**src/alufx_consts.vh**
```
`ifndef ALUFX_CONSTS_VH
`define ALUFX_CONSTS_VH
// ==========================================================
// instruction word layout
`define ALUFX_OP_HI 13
`define ALUFX_OP_LO 8
`define ALUFX_DEST_BIT 7
`define ALUFX_FADDR_HI 6
// opcode patterns, upper six bits
`define ALUFX_OPC_ADD_LIT_MASK 6'h3E
`define ALUFX_OPC_ADD_LIT_VAL 6'h3E
`define ALUFX_OPC_AND_LIT 6'h39
`define ALUFX_OPC_ADD_FILE 6'h07
`define ALUFX_OPC_AND_FILE 6'h05
// phase codes
`define ALUFX_PH_DECODE 2'h0
`define ALUFX_PH_READ 2'h1
`define ALUFX_PH_EXEC 2'h2
`define ALUFX_PH_WRITE 2'h3
// reset values
`define ALUFX_W_RST 8'h00
`endif

```
**src/alufx_core.v**
```verilog
`timescale 1ns/100ps
`include "alufx_consts.vh"
// Overview of operation
// - add literal opcode: W plus literal into W, update C, digit carry, Z
// - and literal opcode: W and literal into W, only Z updated
// - add file opcode: W plus file into destination, update C, digit carry, Z
// - and file opcode: W and file into destination, only Z updated
// - destination bit clear: result to W, file untouched
// - destination bit set: file ops write result to file, W untouched; literal ops still write W
// - literal ops: one word, one cycle: decode, read literal, compute, write W
// - file ops: one cycle: decode, read file, compute, write destination
// - each instruction cycle is four consecutive clock periods
module alufx_core (
    input wire REF_CLK,
    input wire RST_B,
    input wire [13:0] INSTR,
    input wire [7:0] FILE_RDATA,
    output reg [1:0] PHASE,
    output reg [6:0] FILE_ADDR,
    output reg FILE_RD,
    output reg FILE_WR,
    output reg [7:0] FILE_WDATA,
    output reg [7:0] W_OUT,
    output reg CARRY,
    output reg DIGIT_CARRY_FLAG,
    output reg ZERO,
    output reg OP_DONE
);
    // ==========================================================
    // phase counter and pipeline registers
    reg [1:0] phase_r;
    reg [13:0] ir_r;
    reg [7:0] opnd_r;
    reg [7:0] res_r;
    reg cy_r;
    reg nib_cy_r;
    reg z_r;

    // decoded operation class of the latched word
    reg add_literal_op;
    reg and_literal_op;
    reg add_file_op;
    reg and_file_op;
    reg dest_file;

    // next values, settled before the clock edge that loads them
    reg rd_nxt;
    reg [7:0] w_nxt;
    reg carry_nxt;
    reg nib_cy_nxt;
    reg zero_nxt;
    reg wr_nxt;
    reg [7:0] wdata_nxt;
    reg done_nxt;

    // opcode fields and arithmetic results
    wire [5:0] opc;
    wire [5:0] opc_in;
    wire [7:0] alu_res;
    wire alu_cy;
    wire alu_nib_cy;
    wire alu_z;

    // operation groups; a refused opcode raises none of them
    wire is_lit_op;
    wire is_file_op;
    wire is_add;
    wire is_and;
    wire any_op;
    wire to_w;
    wire to_file;

    // the latched word drives execution, the incoming word the read strobe and the file address
    assign opc = ir_r[`ALUFX_OP_HI:`ALUFX_OP_LO];
    assign opc_in = INSTR[`ALUFX_OP_HI:`ALUFX_OP_LO];

    // group the four decoded operations
    assign is_lit_op = add_literal_op | and_literal_op;
    assign is_file_op = add_file_op | and_file_op;
    assign is_add = add_literal_op | add_file_op;
    assign is_and = and_literal_op | and_file_op;
    assign any_op = is_lit_op | is_file_op;

    // destination: literal ops always land in W, file ops follow the direction bit
    assign to_w = is_lit_op | (is_file_op & ~dest_file);
    assign to_file = is_file_op & dest_file;

    // four clock periods form one instruction cycle
    always @(posedge REF_CLK or negedge RST_B) begin
        if (!RST_B) begin
            phase_r <= `ALUFX_PH_DECODE;
        end else begin
            phase_r <= phase_r + 2'h1;
        end
    end

    // ==========================================================
    // decode: classify the latched word
    always @* begin
        add_literal_op = ((opc & `ALUFX_OPC_ADD_LIT_MASK) == `ALUFX_OPC_ADD_LIT_VAL);
        and_literal_op = (opc == `ALUFX_OPC_AND_LIT);
        add_file_op = (opc == `ALUFX_OPC_ADD_FILE);
        and_file_op = (opc == `ALUFX_OPC_AND_FILE);
        dest_file = ir_r[`ALUFX_DEST_BIT];
    end

    // read strobe comes from the incoming word so the file answers within the read phase
    always @* begin
        rd_nxt = 1'b0;
        if (phase_r == `ALUFX_PH_DECODE) begin
            if ((opc_in == `ALUFX_OPC_ADD_FILE) || (opc_in == `ALUFX_OPC_AND_FILE)) begin
                rd_nxt = 1'b1;
            end
        end
    end

    alufx_flags u_alu (
        .a(W_OUT),
        .b(opnd_r),
        .do_and(is_and),
        .res(alu_res),
        .cy(alu_cy),
        .nib_cy(alu_nib_cy),
        .z(alu_z)
    );

    // ==========================================================
    // write phase: next values of W, flags and the file write port
    // a refused word leaves every value as it was
    always @* begin
        w_nxt = W_OUT;
        carry_nxt = CARRY;
        nib_cy_nxt = DIGIT_CARRY_FLAG;
        zero_nxt = ZERO;
        wr_nxt = 1'b0;
        wdata_nxt = FILE_WDATA;
        done_nxt = 1'b0;
        if (phase_r == `ALUFX_PH_WRITE) begin
            done_nxt = any_op;
            if (to_w) begin
                w_nxt = res_r;
            end
            if (to_file) begin
                wr_nxt = 1'b1;
                wdata_nxt = res_r;
            end
            if (any_op) begin
                zero_nxt = z_r;
            end
            // logic ops leave carry and digit carry alone
            if (is_add) begin
                carry_nxt = cy_r;
                nib_cy_nxt = nib_cy_r;
            end
        end
    end

    // ==========================================================
    // operand pipeline across decode, read and execute
    // the word is sampled once in decode so a changing bus mid-cycle is harmless
    always @(posedge REF_CLK or negedge RST_B) begin
        if (!RST_B) begin
            ir_r <= 14'h0000;
            opnd_r <= 8'h00;
            res_r <= 8'h00;
            cy_r <= 1'b0;
            nib_cy_r <= 1'b0;
            z_r <= 1'b0;
        end else begin
            case (phase_r)
                `ALUFX_PH_DECODE: begin
                    ir_r <= INSTR;
                end
                `ALUFX_PH_READ: begin
                    // file data is valid one clock after the read strobe
                    opnd_r <= is_file_op ? FILE_RDATA : ir_r[7:0];
                end
                `ALUFX_PH_EXEC: begin
                    res_r <= alu_res;
                    cy_r <= alu_cy;
                    nib_cy_r <= alu_nib_cy;
                    z_r <= alu_z;
                end
                default: begin
                    // write phase: the pipeline holds while results are stored
                    ir_r <= ir_r;
                end
            endcase
        end
    end

    // ==========================================================
    // file port: address and read strobe from decode, write pulse from the write phase
    always @(posedge REF_CLK or negedge RST_B) begin
        if (!RST_B) begin
            PHASE <= `ALUFX_PH_DECODE;
            FILE_ADDR <= 7'h00;
            FILE_RD <= 1'b0;
            FILE_WR <= 1'b0;
            FILE_WDATA <= 8'h00;
        end else begin
            PHASE <= phase_r;
            FILE_RD <= rd_nxt;
            FILE_WR <= wr_nxt;
            FILE_WDATA <= wdata_nxt;
            // address held for the whole cycle so the file can use it at write time
            if (phase_r == `ALUFX_PH_DECODE) begin
                FILE_ADDR <= INSTR[`ALUFX_FADDR_HI:0];
            end
        end
    end

    // ==========================================================
    // architectural state: W and status flags, with the done pulse
    // flags reset to zero, so they are defined before the first instruction
    always @(posedge REF_CLK or negedge RST_B) begin
        if (!RST_B) begin
            W_OUT <= `ALUFX_W_RST;
            CARRY <= 1'b0;
            DIGIT_CARRY_FLAG <= 1'b0;
            ZERO <= 1'b0;
            OP_DONE <= 1'b0;
        end else begin
            W_OUT <= w_nxt;
            CARRY <= carry_nxt;
            DIGIT_CARRY_FLAG <= nib_cy_nxt;
            ZERO <= zero_nxt;
            OP_DONE <= done_nxt;
        end
    end
endmodule

```
**src/alufx_flags.v**
```verilog
`timescale 1ns/100ps
// ==========================================================
// arithmetic unit: add or and, with carry, digit carry, zero
module alufx_flags (
    input wire [7:0] a,
    input wire [7:0] b,
    input wire do_and,
    output wire [7:0] res,
    output wire cy,
    output wire nib_cy,
    output wire z
);
    wire [8:0] sum;
    wire [4:0] lo_sum;
    // nine-bit sum keeps the carry out of bit 7
    assign sum = {1'b0, a} + {1'b0, b};
    assign lo_sum = {1'b0, a[3:0]} + {1'b0, b[3:0]};
    assign res = do_and ? (a & b) : sum[7:0];
    assign cy = sum[8];
    assign nib_cy = lo_sum[4];
    assign z = (res == 8'h00);
endmodule

```
**config.mk**
```make
export PLATFORM = sky130hd
export DESIGN_NAME = alufx_core
export DESIGN_NICKNAME = d
export VERILOG_FILES = /design/src/alufx_core.v /design/src/alufx_flags.v
export VERILOG_INCLUDE_DIRS = /design/src
export SDC_FILE = /design/constraint.sdc
export NUM_CORES = 1
export LEC_CHECK = 0
export BUFFER_PORTS_ARGS = -buffer_cell sky130_fd_sc_hd__buf_2
export CELL_PAD_IN_SITES_DETAIL_PLACEMENT = 0
export CELL_PAD_IN_SITES_GLOBAL_PLACEMENT = 1
export CORE_ASPECT_RATIO = 0.5
export CORE_MARGIN = 10
export CORE_UTILIZATION = 47
export CTS_CLUSTER_DIAMETER = 120
export DETAILED_ROUTE_END_ITERATION = 8
export GPL_ROUTABILITY_DRIVEN = 0
export HOLD_SLACK_MARGIN = 0.1
export MAX_ROUTING_LAYER = met4
export PLACE_DENSITY_LB_ADDON = 0.1
export SYNTH_ARGS = -nofsm -noshare
export SYNTH_HDL_FRONTEND = slang
export SYNTH_SLANG_ARGS = --single-unit
```
**constraint.sdc**
```tcl
create_clock -name REF_CLK -period 3.64 [get_ports REF_CLK]
set_clock_uncertainty 0.1 [all_clocks]
set_input_delay 0.182 -clock REF_CLK [delete_from_list [all_inputs] [get_ports REF_CLK]]
set_output_delay 0.182 -clock REF_CLK [all_outputs]
set_load 0.01 [all_outputs]
```
==> metrics.cfg <==
[outcome]
status=finished clean

[synth]
synth_top_area_share_pct=51.6
synth_edf_count=0
netlist-cell-type-count=46
yosys.area.top_type=dfrtp_1
synth_warnings=0
ys.flop_type=dfrtp_1
netlist_top_cells_count=59 x dfrtp_1, 35 x mux2_2, 20 x nor2_1
synth_most_common_cell=dfrtp_1
synth_area_leaders=dfrtp_1 52%, mux2_2 14%, ha_1 5.2%
syn_inst=239
synthesis.area_mm2=0.00286
synthArstFlopShare_pct=100
synthesis.nets=276
ys_ff_latch=59
synth-seq-area-share_pct=51.6
syn_avg_cell_area_um2=12.0

[die]
die_h_um=75.2
initial_core_util_pct=50.4
dieArea_mm2=0.00980
die_w_um=130
io-pin-count=55
num_rows=19
core_area_mm2=0.00568

[timing]
finalHoldViolations=0
clock.fmax_mhz=383
setup_tns_ps=0
relSlewSlack_pct=34.1
holdWs_ps=146
setup_ws_ps=1030
rsz0062_at_grt=false
finalCriticalPeriod_ps=2610
period_share_pct=71.7
slew_viol_final=0
setup_viol=0
worst_pin_slew_ps=988

[final_layout]
areaGrowthSynthToFinish_pct=26.5
final_nets=349
final_layout_size_suffix_gt1_share_pct=35.3
num-fill-cells=440
n_antenna_cell=0

[global_routing]
track_usage_pct=15.0
grt_pass1_wl_um=10800
antenna_found_initial=0
grt_pass1_vias=2127
gr-total-overflow=0
grt_max_degree=42

[worst_setup_path]
cp_slowest_cell=fa_1
required_ps=3750
worst-path-buf-inv=0
critPathKind=flop to flop
crit_path_start=W_OUT[0]
crit_path_end=res_r[6]
worst_setup_path_start_kind=flop
r2r-end=res_r[6]
r2r_cells=7
cp_num_cells=7
cp_max_fo=5
crit_chain=ha_1, fa_1, a211o_1, a2111o_1, o211ai_1, o21ai_0, mux2_2
end_kind=flop
rrSetupSlack_ps=1030
critical-path-top-delay-family=compound AO/OA/AOI/OAI gates
reg2reg_from=W_OUT[0]
cp_slowest_stage_delay_ps=420
worstPathArrival_ps=2720

[routing]
wl_um=6590
ant_nets=0
drt_iter0_markers=92
wl_per_cell_um=16.9
first_pass_iters=5
via_per_inst=5.29
route.met3.wl_um=435
drcViolationCount=0
highest-signal-layer=met4
met2_length_um=2820
num_vias=2062
drt-met1-wl_um=3270

[cts]
cts_resized=0
clkLatencyLatePin_ps=320
clk_path_buf_depth=2
h-tree-depth=3
cts_hold_buf=23
path_clk_slew_ps=50
post_cts_buffers=0
cts_tree=built
cts-root-buf=clkbuf_16
cts_inserted_buffers=9
cts.sinks=59

[power_and_ir_drop]
comb_power_share_pct=21.9
swShare_pct=28.2
power_switching_mw=0.575
power.density_mw_per_mm2=563
p_int_mw=1.46
clockPowerShare_pct=37.5
leakagePower_nw=1.80
ir_drop_uv=302
p_seq_share_pct=40.6

[place]
dp_slack_ps=1110
io_buffers=54
dpl.hpwl_um=4580

[worst_hold_path]
hp-class=primary input to flop

[job]
cap_violations=0

==> worst register-to-register path: cells and delay by family (launching register included) <==
family	cells	cell delay, ps
AO/OA/AOI/OAI	4	1020
adder cells (fa/ha/maj)	2	670
flip-flops	1	380
multiplexers	1	320
==> per-stage QoR <==
step	total power [mW]	utilization (%)	instances	area, µm²
2_1_floorplan	1.12	-	239	2860
3_3_place_gp	1.25	54.9	351	3120
3_5_place_dp	1.26	54.9	351	3120
4_1_cts	2.06	63.7	390	3620
5_1_grt	2.16	63.7	390	3620
6_report	2.04	63.7	390	3620
==> cell families after synthesis <==
family / synth area share [%]
simple gates: 9.53
flops: 51.6
fa+ha+maj: 5.95
buf+inv: 4.77
compound gates: 10.9
xor+xnor: 0.306
mux: 17.0
==> final cells by class <==
cell class / instances / area, µm² / area share [%]
repair buffers: 78 / 508 / 14.0
multi-input cells: 158 / 1250 / 34.5
clock inverters: 2 / 10.0 / 0.276
inverters: 6 / 22.5 / 0.622
flip-flops and latches: 59 / 1480 / 40.8
clock buffers: 14 / 264 / 7.29
well taps: 73 / 91.3 / 2.52
==> worst min path at each step <==
stage,start,endpoint,slack (ps),depth (start not counted)
after detailed placement,INSTR[11],FILE_RD,260,2
final,FILE_RDATA[0],opnd_r[0],150,3
after floorplan,RST_B,CARRY,-210,0
after global routing,FILE_RDATA[0],opnd_r[0],210,3
after CTS,FILE_RDATA[0],opnd_r[0],140,3
after global placement,RST_B,FILE_WDATA[1],260,1
==> power groups by stage <==
stage | sequential, mW | clock (mW) | combinational, mW
finish | 0.829 | 0.765 | 0.446
floorplan | 0.836 | 0 | 0.284
global placement | 0.832 | 0 | 0.416
global route | 0.845 | 0.815 | 0.498
detailed placement | 0.838 | 0 | 0.419
CTS | 0.830 | 0.780 | 0.446
==> routing by layer <==
layer | up-vias | GRT usage, %
met5 | - | -
met4 | 0 | 6.12
met3 | 9 | 5.61
met2 | 58 | 20.6
met1 | 991 | 19.6
li1 | 1004 | -
==> cell usage in the layout (no fill, tap or decap), drive strengths merged <==
| cell type | netlist | routed |
|---|---|---|
| dfrtp | 59 | 59 |
| buf | 13 | 55 |
| mux2 | 36 | 36 |
| dlygate4sd3 | 0 | 23 |
| nor2 | 20 | 20 |
| nand2 | 17 | 17 |
| a21oi | 14 | 14 |
| clkbuf | 3 | 14 |
| ha | 12 | 12 |
| mux2i | 8 | 8 |
| o21ai | 7 | 7 |
| inv | 6 | 6 |
| a31oi | 6 | 6 |
| nand3 | 5 | 5 |
| or3 | 4 | 4 |
| o21a | 3 | 3 |
| a211oi | 2 | 2 |
| a2111o | 2 | 2 |
| or2 | 2 | 2 |
| clkinv | 0 | 2 |
| nor3 | 1 | 1 |
| or3b | 1 | 1 |
| nand3b | 1 | 1 |
| o22ai | 1 | 1 |
| nand4bb | 1 | 1 |
| nor3b | 1 | 1 |
| a211o | 1 | 1 |
| o211ai | 1 | 1 |
| o22a | 1 | 1 |
| o2111ai | 1 | 1 |
| a21o | 1 | 1 |
| o21bai | 1 | 1 |
| xor2 | 1 | 1 |
| o2bb2ai | 1 | 1 |
| o211a | 1 | 1 |
| a221oi | 1 | 1 |
| nor4 | 1 | 1 |
| and3 | 1 | 1 |
| o32ai | 1 | 1 |
| fa | 1 | 1 |
==> state kept, by name (all words and copies together) (netlist names) <==
register and cells:
ir_r 14, FILE_WDATA 8, W_OUT 8, opnd_r 8, res_r 8, PHASE 2
phase_r 2, CARRY 1, DIGIT_CARRY_FLAG 1, FILE_RD 1, FILE_WR 1, OP_DONE 1
ZERO 1, cy_r 1, nib_cy_r 1, z_r 1
(Power assumes the default switching activity.)
